<file path="src/rst_ctl_pkg.sv">
// Constants for the reset and external interrupt controller
package rst_ctl_pkg;
	localparam int CLK_PERIOD_NS = 20;
	// Times in CPU clock periods (P) or memory-interface clock periods (E)
	localparam int BOOT_HOLD_P     = 4;
	localparam int ZGRP_MIN_P      = 2;
	localparam int ZGRP_MAX_P      = 8;
	localparam int EE_MAX_P        = 11;
	localparam int MEMIF_FLOAT_E   = 2;
	localparam int MEMIF_VALID_E   = 16;
	// One P is one core_clk period
	localparam int BOOT_HOLD_CYC   = BOOT_HOLD_P;
	localparam int ZGRP_VALID_CYC  = (ZGRP_MIN_P + ZGRP_MAX_P) / 2;
	localparam int EE_VALID_CYC    = EE_MAX_P - 1;
	localparam int WARM_RESET_CYC  = 16;
	localparam int REL_CNT_MAX     = 15;
	localparam int E_CNT_MAX       = 31;
	localparam logic [4:0] MEMIF_FLOAT_CNT = 5'(MEMIF_FLOAT_E);
	localparam logic [4:0] MEMIF_VALID_CNT = 5'(MEMIF_VALID_E);
	localparam logic [3:0] ZGRP_VALID_CNT  = 4'(ZGRP_VALID_CYC);
	localparam logic [3:0] EE_VALID_CNT    = 4'(EE_VALID_CYC);
	localparam logic [3:0] BOOT_HOLD_CNT   = 4'(BOOT_HOLD_CYC - 1);
	localparam logic [4:0] WARM_CNT_INIT   = 5'(WARM_RESET_CYC);
	// Register byte offsets
	localparam logic [7:0] POL_OFFSET      = 8'h00;
	localparam logic [7:0] STATUS_OFFSET   = 8'h04;
	localparam logic [7:0] CTRL_OFFSET     = 8'h08;
	localparam logic [3:0] POL_RESET       = 4'hf;
	localparam int CTRL_EMU_BIT            = 0;
	localparam logic [1:0] RESP_OKAY       = 2'h0;
	localparam logic [1:0] RESP_SLVERR     = 2'h2;
	typedef enum logic [1:0] {ST_RESET, ST_CAPTURE, ST_RUN} seq_state_e;
endpackage

</file>
<file path="src/rst_ctl.sv">
// Reset sequencer, boot strap latch and external interrupt detector
`timescale 1ns/1ns
// Summary of operation
// RQ1 - Source holds non-maskable interrupt low and high at least four periods each.
// RQ2 - Source holds each external interrupt low and high at least eight periods.
// RQ3 - Defined state is reached only through asserted active-low hardware reset.
// RQ4 - Board holds hardware reset low at least 250 microseconds.
// RQ5 - Core reference clock runs at its intended rate before reset release.
// RQ6 - With PCI enabled, PCI clock runs 32 periods before reset release.
// RQ7 - Host warm reset, PCI only, resets like hardware but keeps latched boot settings.
// RQ8 - Hardware reset leaves PCI state machine alone; only PCI-side reset clears it.
// RQ9 - PCI-side reset has no effect on core or other logic.
// RQ10 - Emulation reset behaves exactly like host warm reset.
// RQ11 - Straps sampled at hardware reset release; held valid four periods after.
// RQ12 - Memory clock resynchronised within 2E to 3P+20E and 2E to 8P+20E.
// RQ13 - Memory clock output floats after 2E, valid by 8P+20E after release.
// RQ14 - Memory bus outputs float 2E..3P+4E after assertion, valid 16E..8P+20E.
// RQ15 - Hold acknowledge and bus request follow; hold acknowledge mirrors hold request.
// RQ16 - EEPROM pins invalid at assertion, valid within 11 periods after release.
// RQ17 - EEPROM pins drive in reset only with PCI on and serial port 2 off.
// RQ18 - Host, PCI, video, GPIO, timer outputs float, valid 2 to 8 periods later.
// RQ19 - PCI enable strap is driven valid and constant throughout operation.
// RQ20 - External strap drivers avoid contention with device float timing.
// RQ21 - External interrupt active level is chosen by a software polarity register.
// RQ22 - Interrupt inputs pass two flip-flops; edges found on synchronised values.
// RQ23 - Reset input is synchronised; internal reset releases after straps captured.
module rst_ctl
	import rst_ctl_pkg::*;
(
	input  wire logic        core_clk,
	input  wire logic        sys_rst,
	input  wire logic        hw_reset_n,
	input  wire logic        host_soft_reset,
	input  wire logic        pci_side_reset_in,
	input  wire logic        pci_enable_strap,
	input  wire logic        serial_port2_enable_strap,
	input  wire logic [3:0]  boot_address_straps,
	input  wire logic        endian_strap,
	input  wire logic        pci_eeprom_autoinit_strap,
	input  wire logic        host_width_strap,
	input  wire logic        memif_ref_clock,
	input  wire logic        hold_request_in,
	input  wire logic        core_hold_ack,
	input  wire logic        core_bus_req,
	input  wire logic        nmi_in,
	input  wire logic [3:0]  external_irq_in,
	output logic             core_reset_out,
	output logic             pci_sm_reset_out,
	output logic [3:0]       boot_address_out,
	output logic             endian_out,
	output logic             pci_eeprom_autoinit_out,
	output logic             host_width_out,
	output logic             memif_clock_synced,
	output logic             memif_group_oe,
	output logic             hold_acknowledge_out,
	output logic             bus_request_out,
	output logic             eeprom_select_oe,
	output logic             eeprom_pins_oe,
	output logic             eeprom_valid,
	output logic             zgroup_oe,
	output logic             nmi_event,
	output logic [3:0]       irq_event,
	input  wire logic [7:0]  s_axi_awaddr,
	input  wire logic        s_axi_awvalid,
	output logic             s_axi_awready,
	input  wire logic [31:0] s_axi_wdata,
	input  wire logic [3:0]  s_axi_wstrb,
	input  wire logic        s_axi_wvalid,
	output logic             s_axi_wready,
	output logic [1:0]       s_axi_bresp,
	output logic             s_axi_bvalid,
	input  wire logic        s_axi_bready,
	input  wire logic [7:0]  s_axi_araddr,
	input  wire logic        s_axi_arvalid,
	output logic             s_axi_arready,
	output logic [31:0]      s_axi_rdata,
	output logic [1:0]       s_axi_rresp,
	output logic             s_axi_rvalid,
	input  wire logic        s_axi_rready
);
	seq_state_e  state_reg, state_next;
	logic        rst_s1_reg, rst_s2_reg;
	logic [4:0]  irq_s1_reg, irq_s2_reg, irq_s3_reg;
	logic        eclk_q_reg;
	logic        hw_cause_reg, hw_cause_next;
	logic [4:0]  warm_cnt_reg, warm_cnt_next;
	logic [3:0]  rel_cnt_reg, rel_cnt_next;
	logic [4:0]  e_cnt_reg, e_cnt_next;
	logic [6:0]  boot_reg, boot_next;
	logic        hold_ack_reg, hold_ack_next, bus_req_reg, bus_req_next;
	logic [4:0]  event_reg, event_next;
	logic        pci_rst_reg;
	logic [3:0]  pol_reg, pol_next;
	logic        emu_req_reg, emu_req_next;
	logic        bvalid_reg, bvalid_next, rvalid_reg, rvalid_next;
	logic [1:0]  bresp_reg, bresp_next, rresp_reg, rresp_next;
	logic [31:0] rdata_reg, rdata_next;
	logic        e_tick, warm_req, reset_req, released, wr_go, rd_go;
	logic [4:0]  active_lvl;

	// Memory-interface clock rising edges give the E time base
	assign e_tick    = memif_ref_clock & ~eclk_q_reg;
	// Warm resets exist only while PCI is enabled
	assign warm_req  = pci_enable_strap & (host_soft_reset | emu_req_reg); // see RQ7 see RQ10
	assign reset_req = ~rst_s2_reg | (warm_cnt_reg != 5'h0); // see RQ23
	assign released  = (state_reg != ST_RESET);

	always_comb begin
		state_next    = state_reg;
		hw_cause_next = hw_cause_reg;
		warm_cnt_next = warm_cnt_reg;
		rel_cnt_next  = rel_cnt_reg;
		e_cnt_next    = e_cnt_reg;
		boot_next     = boot_reg;
		if (warm_req) begin
			warm_cnt_next = WARM_CNT_INIT;
		end else if (warm_cnt_reg != 5'h0) begin
			warm_cnt_next = warm_cnt_reg - 5'h1;
		end
		if (rel_cnt_reg != 4'(REL_CNT_MAX)) begin
			rel_cnt_next = rel_cnt_reg + 4'h1;
		end
		if (e_tick && e_cnt_reg != 5'(E_CNT_MAX)) begin
			e_cnt_next = e_cnt_reg + 5'h1;
		end
		if (~rst_s2_reg) begin
			hw_cause_next = 1'b1;
		end
		case (state_reg)
			ST_RESET: begin
				if (!reset_req) begin
					state_next   = ST_CAPTURE;
					rel_cnt_next = 4'h0;
					e_cnt_next   = 5'h0;
					// Only a hardware release relatches the straps
					if (hw_cause_reg) begin
						boot_next = {boot_address_straps, endian_strap,
							pci_eeprom_autoinit_strap, host_width_strap}; // see RQ11 see RQ7
					end
				end
			end
			ST_CAPTURE: begin
				hw_cause_next = ~rst_s2_reg;
				if (reset_req) begin
					state_next = ST_RESET;
					e_cnt_next = 5'h0;
				end else if (rel_cnt_reg == BOOT_HOLD_CNT) begin
					state_next = ST_RUN; // see RQ23
				end
			end
			default: begin
				if (reset_req) begin
					state_next = ST_RESET;
					e_cnt_next = 5'h0;
				end
			end
		endcase
	end

	always_comb begin
		hold_ack_next = core_hold_ack;
		bus_req_next  = core_bus_req;
		if (state_reg != ST_RUN) begin
			hold_ack_next = hold_request_in; // see RQ15
			bus_req_next  = 1'b0;
		end
		// Polarity bit 1 selects rising edges, 0 falling; NMI is rising only
		active_lvl = {1'b1, pol_reg}; // see RQ21
		for (int i = 0; i < 5; i++) begin
			event_next[i] = (irq_s2_reg[i] != irq_s3_reg[i]) &&
				(irq_s2_reg[i] == active_lvl[i]); // see RQ22 see RQ1 see RQ2
		end
	end

	always_ff @(posedge core_clk or posedge sys_rst) begin
		if (sys_rst) begin
			state_reg    <= ST_RESET;
			rst_s1_reg   <= 1'b0;
			rst_s2_reg   <= 1'b0;
			irq_s1_reg   <= 5'h0;
			irq_s2_reg   <= 5'h0;
			irq_s3_reg   <= 5'h0;
			eclk_q_reg   <= 1'b0;
			hw_cause_reg <= 1'b1;
			warm_cnt_reg <= 5'h0;
			rel_cnt_reg  <= 4'h0;
			e_cnt_reg    <= 5'h0;
			boot_reg     <= 7'h0;
			hold_ack_reg <= 1'b0;
			bus_req_reg  <= 1'b0;
			event_reg    <= 5'h0;
			pci_rst_reg  <= 1'b1;
		end else begin
			state_reg    <= state_next;
			rst_s1_reg   <= hw_reset_n;
			rst_s2_reg   <= rst_s1_reg;
			irq_s1_reg   <= {nmi_in, external_irq_in};
			irq_s2_reg   <= irq_s1_reg;
			irq_s3_reg   <= irq_s2_reg;
			eclk_q_reg   <= memif_ref_clock;
			hw_cause_reg <= hw_cause_next;
			warm_cnt_reg <= warm_cnt_next;
			rel_cnt_reg  <= rel_cnt_next;
			e_cnt_reg    <= e_cnt_next;
			boot_reg     <= boot_next;
			hold_ack_reg <= hold_ack_next;
			bus_req_reg  <= bus_req_next;
			event_reg    <= event_next;
			// The PCI state machine sees only its own reset pin
			pci_rst_reg  <= pci_side_reset_in; // see RQ8 see RQ9
		end
	end

	assign core_reset_out          = (state_reg != ST_RUN); // see RQ3
	assign pci_sm_reset_out        = pci_rst_reg;
	assign {boot_address_out, endian_out, pci_eeprom_autoinit_out, host_width_out} = boot_reg;
	assign nmi_event               = event_reg[4];
	assign irq_event               = event_reg[3:0];
	assign hold_acknowledge_out    = hold_ack_reg;
	assign bus_request_out         = bus_req_reg;
	// Memory side floats after two E edges and returns sixteen E edges after release
	assign memif_group_oe = released ? (e_cnt_reg >= MEMIF_VALID_CNT)
		: (e_cnt_reg < MEMIF_FLOAT_CNT); // see RQ13 see RQ14 see RQ15
	assign memif_clock_synced = (e_cnt_reg >= MEMIF_FLOAT_CNT); // see RQ12
	assign zgroup_oe = released && (rel_cnt_reg >= ZGRP_VALID_CNT); // see RQ18
	assign eeprom_valid = released && (rel_cnt_reg >= EE_VALID_CNT); // see RQ16
	// Straps are constant, so this selection cannot glitch in operation
	assign eeprom_select_oe = (pci_enable_strap && !serial_port2_enable_strap) || zgroup_oe;
	assign eeprom_pins_oe   = eeprom_select_oe; // see RQ17 see RQ19

	// Register slave: address and data are taken together, one at a time
	assign wr_go         = s_axi_awvalid && s_axi_wvalid && !bvalid_reg;
	assign rd_go         = s_axi_arvalid && !rvalid_reg;
	assign s_axi_awready = wr_go;
	assign s_axi_wready  = wr_go;
	assign s_axi_arready = rd_go;
	assign s_axi_bvalid  = bvalid_reg;
	assign s_axi_bresp   = bresp_reg;
	assign s_axi_rvalid  = rvalid_reg;
	assign s_axi_rresp   = rresp_reg;
	assign s_axi_rdata   = rdata_reg;

	always_comb begin
		pol_next     = pol_reg;
		emu_req_next = 1'b0;
		bvalid_next  = bvalid_reg && !s_axi_bready;
		bresp_next   = bresp_reg;
		rvalid_next  = rvalid_reg && !s_axi_rready;
		rresp_next   = rresp_reg;
		rdata_next   = rdata_reg;
		if (wr_go) begin
			bvalid_next = 1'b1;
			bresp_next  = RESP_OKAY;
			if (s_axi_awaddr == POL_OFFSET) begin
				if (s_axi_wstrb[0]) begin
					pol_next = s_axi_wdata[3:0];
				end
			end else if (s_axi_awaddr == CTRL_OFFSET) begin
				emu_req_next = s_axi_wstrb[0] && s_axi_wdata[CTRL_EMU_BIT]; // see RQ10
			end else if (s_axi_awaddr != STATUS_OFFSET) begin
				bresp_next = RESP_SLVERR;
			end
		end
		if (rd_go) begin
			rvalid_next = 1'b1;
			rresp_next  = RESP_OKAY;
			rdata_next  = 32'h0;
			if (s_axi_araddr == POL_OFFSET) begin
				rdata_next[3:0] = pol_reg;
			end else if (s_axi_araddr == STATUS_OFFSET) begin
				rdata_next[10:0] = {pci_sm_reset_out, hw_cause_reg, core_reset_out,
					pci_enable_strap, boot_reg};
			end else if (s_axi_araddr != CTRL_OFFSET) begin
				rresp_next = RESP_SLVERR;
			end
		end
	end

	always_ff @(posedge core_clk or posedge sys_rst) begin
		if (sys_rst) begin
			pol_reg     <= POL_RESET;
			emu_req_reg <= 1'b0;
			bvalid_reg  <= 1'b0;
			bresp_reg   <= RESP_OKAY;
			rvalid_reg  <= 1'b0;
			rresp_reg   <= RESP_OKAY;
			rdata_reg   <= 32'h0;
		end else begin
			pol_reg     <= pol_next;
			emu_req_reg <= emu_req_next;
			bvalid_reg  <= bvalid_next;
			bresp_reg   <= bresp_next;
			rvalid_reg  <= rvalid_next;
			rresp_reg   <= rresp_next;
			rdata_reg   <= rdata_next;
		end
	end
endmodule // rst_ctl

</file>
<file path="config.mk">
export PLATFORM = sky130hd
export DESIGN_NAME = rst_ctl
export DESIGN_NICKNAME = d
export VERILOG_FILES = /design/src/rst_ctl_pkg.sv /design/src/rst_ctl.sv
export SDC_FILE = /design/constraint.sdc
export NUM_CORES = 1
export LEC_CHECK = 0
export ABC_CLOCK_PERIOD_IN_PS = 1900
export BUFFER_PORTS_ARGS = -buffer_cell sky130_fd_sc_hd__buf_2
export CAP_MARGIN = 20
export CORE_MARGIN = 5
export CORE_UTILIZATION = 42
export DETAILED_ROUTE_END_ITERATION = 12
export PLACE_DENSITY = 0.86
export SLEW_MARGIN = 10
export SYNTH_ARGS = -nofsm -noshare
export SYNTH_HDL_FRONTEND = slang
export SYNTH_SLANG_ARGS = --single-unit
</file>
<file path="constraint.sdc">
create_clock -name core_clk -period 1.9 [get_ports core_clk]
set_input_delay 0.095 -clock core_clk [delete_from_list [all_inputs] [get_ports core_clk]]
set_output_delay 0.095 -clock core_clk [all_outputs]
set_load 0.05 [all_outputs]
</file>
Word-level counts from Yosys, hierarchy flattened
Index checks and enable logic that the tools add are counted.
- input bits: 80
- register bits after elaboration: 72
- output and inout bits: 63
- logic and storage cells: 123
- $lt $le $gt $ge: 5
- mux-type cells: 33
- reduce and logical (&&, ||, !) cells: 31
- equality and inequality tests: 21
- bitwise gates (word level): 7
- $add $sub $neg: 3
- operator list (cell ; number):
    $mux W5 ; 6
    $mux W2 ; 10
    $logic_not A8 Y1 ; 2
    $mux W4 ; 4
    $logic_and A1 B1 Y1 ; 15
    $mux W11 ; 1
    $mux W1 ; 10
    $reduce_and A3 Y1 ; 3
    $eq A8 B3 Y1 const B ; 1
    $eq A8 B4 Y1 const B ; 1
    $ne A8 B3 Y1 const B ; 1
    $ne A8 B4 Y1 const B ; 1
    $mux W7 ; 1
    $add A5 B1 Y5 const B ; 1
    $ge A5 B2 Y1 const B ; 1
    $ge A5 B5 Y1 const B ; 1
    $logic_not A1 Y1 ; 5
    $lt A5 B2 Y1 const B ; 1
    $ne A1 B1 Y1 ; 5
    $ne A5 B5 Y1 const B ; 1
    $reduce_bool A5 Y1 ; 1
    $sub A5 B1 Y5 const B ; 1
    $add A4 B1 Y4 const B ; 1
    $eq A1 B1 Y1 ; 4
    other kinds (16) ; 22

Depth between registers and ports, before layout
Gate-level depths: netlist of run 1.
- depth in word-level cells: 6
- mapped depth: 6
- mapped depth without buffers: 6

Least setup slack after synthesis of run 1
OpenSTA, ideal clock, no wires.
- kind: reg2out
- from: register e_cnt_reg[4]
- to: output port memif_group_oe
- path slack: -0.557 ns
- path buffers: 0
- arrival time: 2.362 ns
- cell stages (with the launch flop): 3
- required time: 1.805 ns
- cells stage by stage: dfrtp_1 > or4_1 > o21ai_0
- word-level cells in the longest chain between the ends: 2
- elaborated cells on any way between the ends: 3
- RTL lines (what ; RTL line ; source):
    start: declaration ; rst_ctl.sv:88 ; logic [4:0] e_cnt_reg, e_cnt_next;
    start signal: assignment ; rst_ctl.sv:204 ; e_cnt_reg <= e_cnt_next;
    $lt A5 B2 Y1 or $ge A5 B5 Y1 (tied branches) ; rst_ctl.sv:223, rst_ctl.sv:222 ;
    $mux W1 (*) ; rst_ctl.sv:222 ; assign memif_group_oe = released ? (e_cnt_reg >= MEMIF_VALID_CNT)
    end: declaration ; rst_ctl.sv:54 ; output logic memif_group_oe,
Mark *: on every way between the ends. The rest lies on a longest branch, timed or not.

Worst setup path after layout of run 1
- from: register e_cnt_reg[1]
- to: register e_cnt_reg[3]
- word-level cells in the longest chain between the ends: 5
- elaborated cells on any way between the ends: 7
- RTL lines (what ; RTL line ; source):
    branches (longest 2 deep; another with $add A5 B1 Y5) ; n/a ;
    $mux W5 (*) ; rst_ctl.sv:123 ; if (e_tick && e_cnt_reg != 5'(E_CNT_MAX)) begin
    $mux W5 (on tied branches) ; rst_ctl.sv:144, rst_ctl.sv:152, rst_ctl.sv:131 ;
    $mux W5 (*) ; n/a ;
    named net e_cnt_next[3] ; rst_ctl.sv:88 ;
Mark *: on every way through the listed nets, which the timed path passes.
A chain may end at the register's enable or synchronous reset.

==> summary.txt, run 1 <==
# IOs: 143
Clock Power Share: 23.0%
HPWL after DPL: 4750 um
Crit path DAT: 2.10 ns
Clk_skew: 0.0110 ns
Mean routed wirelength per cell: 13.6 um
Detailed-route vias per instance: 4.70
Overall power: 4.90 mW
Area growth syn-to-layout: 32.8%
Post-Syn Area: 3080 sq um
Outcome: completed
Die X: 95.6 um
Min-delay worst type: input pin to flop
Synth warnings: 0
Initial antenna violation count: 0
Synth cell types: 44
Max-cap violation count: 0
Critical-path top delay cell: dfrtp_1
Post-DP Area: 3620 sq um
Launch point of the worst path: e_cnt_reg[1]
H-Tree Depth: 3
Crit Path Max Fanout: 3
Die height: 95.6 um
Final Max Slew Viols: 0
Post-route setup TNS: 0 ns
Final #Nets: 482
Number of cells on the worst reg-to-reg path: 6
Routability cong.: 0.776
Clock tree sinks: 70
Share of post-route cells with drive strength above 1: 37.8%
Vias in the first global route: 2,309
Synth Register Bits: 70
Net Sw Frac: 38.9%
Synth area leaders: dfrtp_1 (52%), buf_4 (6.1%), dfstp_2 (5.1%), mux2_2 (4.4%), nand2_1 (2.9%)
DR pass1 iterations: 4
Die area: 9130 sq um
Design Area, Final: 4080 sq um
First-pass GRT wire length: 10,400 um
Startpoint Class: flop
Crit-path max cell delay: 0.39 ns
Max Clock Freq: 539 MHz
Sequential cell area fraction in the yosys report: 57.2%
WL final: 6790 um
Clk slew on worst S/H paths: 0.08 ns
Clock Latency Late Sink: 0.33 ns
Hold Fails Final Rpt: 0
Combinational power share: 35.9%
Net Sw Power: 1.91 mW
Tmin final: 1.85 ns
Critical path type: flop to flop
Rows: 31
Antenna-violating nets left: 0
Reg power frac: 41.2%
Hold WS: 0.0208 ns
Reg-to-Reg End: e_cnt_reg[3]
Deepest clock path buffer count: 2
Peak supply drop: 0.378 mV
Final worst slack: 0.0452 ns
Post-synth top area cell: dfrtp_1
Max reg flops: 11
Share of the clock period used by the worst path: 97.6%
Req. time, crit path: 2.15 ns
RSZ-0062 raised after global routing: yes
CP cell instances: ha_2, and3_4, ha_4, or3b_4, or3_1, a22oi_1
Starting Density: 42.9%
TritonCTS clock tree: done
Number of synthesized flops with an enable pin: 0
Residual DRC: 0
FF-to-FF setup slack: 0.05 ns
Avg Cell Area, Syn: 11.4 sq um
Grt total ovfl: 0
Num CTS Buffers: 9
Crit path to: e_cnt_reg[3]
CTS root buffer: clkbuf_8
Internal power: 3.00 mW
Detailed Route Iter0 Violations: 48
Start of the worst register-to-register path: e_cnt_reg[1]
Setup violators final: 0
Top FF cell, synth: dfrtp_1
Largest net degree at the start of global routing: 71
Total core area: 7180 sq um
Crit end category: flop
P_leak: 2.01 nW
ANT cells: 0
Number of fillers in the final layout: 601
Area share of the largest cell type after synthesis: 52.1%
Power density cells: 1200 nW/um^2
Vias: 2,343
GRT Overall Usage: 14.7%
IO Port Bufs: 88
Pre-CTS setup slack: -0.0428 ns
Synth Instances: 269
Async set or reset register ratio after synthesis: 100%
-- worst min path at each step --
stage | startpoint | cells after the start | slack [ns] | endpoint
5_1_grt | s_axi_wdata[2] | 2 | 0.008 | pol_reg[2]
3_5_place_dp | sys_rst | 3 | 0.20 | irq_s1_reg[0]
6_report | s_axi_wdata[2] | 2 | 0.02 | pol_reg[2]
4_1_cts | s_axi_wdata[2] | 2 | 0.009 | pol_reg[2]
3_3_place_gp | sys_rst | 3 | 0.20 | irq_s1_reg[0]
2_1_floorplan | pci_side_reset_in | 0 | 0.1 | pci_sm_reset_out
-- layout by cell type (no fill, tap or decap), types with 2 or more instances in the layout --
| cell | count |
|---|---|
| nand2_1 | 24 |
| dfstp_2 | 6 |
| conb_1 | 23 |
| mux2_2 | 12 |
| nand3_1 | 4 |
| a21oi_1 | 6 |
| nor4bb_1 | 2 |
| buf_2 | 87 |
| xnor2_1 | 4 |
| o21ai_0 | 16 |
| ha_2 | 2 |
| dfrtp_1 | 63 |
| nand2b_1 | 6 |
| nand3b_1 | 5 |
| a211oi_1 | 4 |
| nor3_1 | 3 |
| clkbuf_8 | 9 |
| clkbuf_1 | 3 |
| buf_4 | 11 |
| or2_2 | 2 |
| dlygate4sd3_1 | 23 |
| mux2i_1 | 7 |
| o31ai_2 | 2 |
| nor2b_1 | 3 |
| or4_1 | 4 |
| ha_1 | 4 |
| inv_1 | 13 |
| clkinv_2 | 2 |
| o31ai_1 | 4 |
| nor2_1 | 17 |
-- logic make-up (layout without fill, tap and decap cells) --
kind of cell / after synthesis / in the layout / share of synthesized area, %
buf+inv: 44 / 153 / 8.46
xor+xnor: 4 / 4 / 1.14
mux: 19 / 19 / 6.67
simple gates: 84 / 84 / 15.4
compound gates: 40 / 40 / 8.18
fa+ha+maj: 7 / 7 / 2.85
other cells: 1 / 23 / 0.122
flops: 70 / 70 / 57.2
-- per-layer routing --
layer  vias to the layer above  wire length, um  GRT usage (%)
li1                       1130                -              -
met1                      1122             2690           17.6
met2                        79             3500           25.2
met3                        12              455           3.08
met4                         0              141           6.99
met5                         -                0              0
-- critical path: cells and delay by family (launching register included) --
family                     cells  cell delay, ns
AOI/OAI and AO/OA              1            0.16
adders and majority gates      2            0.34
DFF                            1            0.39
and+or+nand+nor                3            0.88
-- cells in the mapped netlist, types with 2 or more instances --
cell / instances
a211oi_1: 4
a21oi_1: 6
and3_1: 2
buf_4: 25
clkbuf_1: 4
dfrtp_1: 64
dfstp_2: 6
ha_1: 7
inv_1: 14
mux2_2: 12
mux2i_1: 7
nand2_1: 24
nand2b_1: 6
nand3_1: 4
nand3b_1: 5
nor2_1: 17
nor2b_1: 3
nor3_1: 4
nor4bb_1: 2
o21ai_0: 17
o31ai_1: 4
o31ai_2: 2
or2_2: 2
or3b_2: 2
or4_1: 4
xnor2_1: 4
-- power by group through the flow --
stage	logic (mW)	clock network [mW]	registers, mW
2_1_floorplan	0.976	0	2.34
3_3_place_gp	1.65	0	2.01
3_5_place_dp	1.70	0	2.03
4_1_cts	1.74	1.16	2.01
5_1_grt	1.91	1.23	2.06
6_report	1.76	1.13	2.02
-- cell type report --
| type | count | area, sq um | area share [%] |
|---|---|---|---|
| Sequential cell | 70 | 1760 | 43.1 |
| Tap cell | 99 | 124 | 3.03 |
| Clock buffer | 12 | 135 | 3.31 |
| Multi-Input combinational cell | 177 | 1190 | 29.1 |
| Timing Repair Buffer | 123 | 776 | 19.0 |
| Inverter | 14 | 52.6 | 1.29 |
| Clock inverter | 4 | 48.8 | 1.19 |
-- per-stage QoR --
stage                     cells  utilization [%]
final                       499             56.9
after global routing        499             56.9
after CTS                   498             56.3
after detailed placement    459             50.5
after global placement      459             50.5
after floorplan             291                -
-- repair_timing --
| item | CTS | global route |
|---|---|---|
| setup endpoints to repair | 1 | 14 |
| endpoints found under the hold margin | 85 | 0 |
| resized for setup | 2 | 8 |
| hold buffers | 23 | 0 |
| setup buffers | 0 | 1 |
| pin swaps | 1 | 4 |
(Power assumes the default switching activity.)
==> run 2, diff against run 1 <==
--- a/config.mk
+++ b/config.mk
@@ -6,12 +6,12 @@
 export NUM_CORES = 1
 export LEC_CHECK = 0
 export ABC_CLOCK_PERIOD_IN_PS = 1900
-export BUFFER_PORTS_ARGS = -buffer_cell sky130_fd_sc_hd__buf_2
 export CAP_MARGIN = 20
 export CORE_MARGIN = 5
-export CORE_UTILIZATION = 42
+export CORE_UTILIZATION = 50
 export DETAILED_ROUTE_END_ITERATION = 12
-export PLACE_DENSITY = 0.86
+export DONT_BUFFER_PORTS = 1
+export PLACE_DENSITY = 0.68
 export SLEW_MARGIN = 10
 export SYNTH_ARGS = -nofsm -noshare
 export SYNTH_HDL_FRONTEND = slang
==> run 2 against run 1 <==
Against the previous run: via count down 9.1%; critical endpoint unchanged; combinational power down 22%; power down 1.9%; cell count down 19%.
==> summary.txt, run 2 (same netlist as run 1, synthesis figures left out) <==
Outcome: completed
Post-route setup TNS: 0 ns
Crit-path max cell delay: 0.39 ns
Starting Density: 51.6%
Detailed-route vias per instance: 5.26
Final #Nets: 413
Die height: 88.4 um
Detailed Route Iter0 Violations: 97
Tmin final: 1.83 ns
H-Tree Depth: 3
Mean routed wirelength per cell: 15.8 um
Share of post-route cells with drive strength above 1: 22.7%
Overall power: 4.81 mW
Clock tree sinks: 70
Vias in the first global route: 2,092
Final Max Slew Viols: 0
Setup violators final: 0
First-pass GRT wire length: 9850 um
Power density cells: 1280 nW/um^2
Min-delay worst type: input pin to flop
Crit path DAT: 2.10 ns
CP cell instances: ha_2, and3_1, ha_2, or3b_4, or3_4, a22oi_2
Critical path type: flop to flop
Peak supply drop: 0.767 mV
Leading cell type in the layout, fill and taps excluded: dfrtp_1
Max-cap violation count: 0
Crit end category: flop
Routability cong.: 0.755
HPWL after DPL: 4440 um
Area growth syn-to-layout: 22.4%
Max Clock Freq: 545 MHz
DR pass1 iterations: 4
Initial antenna violation count: 0
Num CTS Buffers: 9
Share of the clock period used by the worst path: 96.5%
RSZ-0062 raised after global routing: no
GRT Overall Usage: 16.6%
Total core area: 5960 sq um
ANT cells: 0
CP most frequent cell: ha_2
CTS root buffer: clkbuf_8
Clk_skew: 0.00623 ns
TritonCTS clock tree: done
P_leak: 1.72 nW
Clock Latency Late Sink: 0.34 ns
Die X: 88.4 um
WL final: 6390 um
Worst-margin pin slew: 0.543 ns
Post-DP Area: 3240 sq um
Rows: 28
Hold Fails Final Rpt: 0
Relative slew slack: 63.8%
Req. time, crit path: 2.16 ns
Number of fillers in the final layout: 469
Die area: 7820 sq um
IO Port Bufs: 0
Vias: 2,129
Design Area, Final: 3760 sq um
Max reg flops: 11
Critical-path top delay cell: dfrtp_1
Clk slew on worst S/H paths: 0.07 ns
Crit Path Max Fanout: 2
Startpoint Class: flop
# IOs: 143
Inst Count DP: 357
Finished Layout Cells: 405
Most frequent cells in the layout: dfrtp_1 (63), dlygate4sd3_1 (32), nand2_1 (24), conb_1 (23), buf_4 (20)
Residual DRC: 0
Largest net degree at the start of global routing: 71
Deepest clock path buffer count: 2
Antenna-violating nets left: 0
Grt total ovfl: 0
## run 2: power by group
group,switching [mW],internal [mW]
Sequential,0.619,1.75
Combinational,0.759,0.621
Clock,0.527,0.531
Total,1.91,2.91
## run 2: metal layers
metal  global-route usage [%]  routed length (um)
met1                     21.1                2580
met2                     26.4                3100
met3                     4.28                 616
met4                     7.83                  87
met5                        0                   0
## run 2: path summary, 6_finish.rpt
kind / from / end / slack, ns / depth (start not counted)
max in group asynchronous: sys_rst / pol_reg[3] / 1.27 / 3
worst min-delay path: s_axi_araddr[2] / s_axi_rdata[3] / 0.009 / 2
worst max register to register: e_cnt_reg[0] / e_cnt_reg[3] / 0.07 / 6
worst max-delay path: e_cnt_reg[0] / e_cnt_reg[3] / 0.07 / 6
min in group asynchronous: sys_rst / irq_s1_reg[1] / 0.28 / 3
worst min register to register: irq_s1_reg[2] / irq_s2_reg[2] / 0.35 / 0
## run 2: worst max-delay path, delay by kind of cell (launching register included)
kind / cells / cell delay (ns)
fa+ha+maj: 2 / 0.36
compound gates: 1 / 0.12
flops: 1 / 0.39
simple gates: 3 / 0.89
## run 2: area by class of cell
class	count	area, sq um	share of cell area (%)
tap	75	93.8	2.49
inverter	14	52.6	1.40
clock inverter	4	22.5	0.598
multi-input combinational	177	1170	31.2
sequential	70	1760	46.8
timing repair buffer	54	510	13.6
clock buffer	11	151	4.02
## run 2: timing repair
action                                 4_1_cts  5_1_grt
endpoints found under the hold margin       91        0
resized for setup                            1        7
setup endpoints to repair                    1        6
setup buffers                                1        0
pin swaps                                    2        0
hold buffers                                32        0
## run 2: through the flow
| stage | hold WS [ns] | utilization, % | setup slack [ns] |
|---|---|---|---|
| final | 0.00864 | 63.2 | 0.0656 |
| after global routing | 0.0370 | 63.2 | 0.0236 |
| after CTS | 0.00365 | 62.9 | 0.0278 |
| after detailed placement | 0.0952 | 54.4 | -0.0537 |
| after global placement | 0.0898 | 54.4 | 0.0194 |
| after floorplan | 0.0995 | - | 0.00992 |
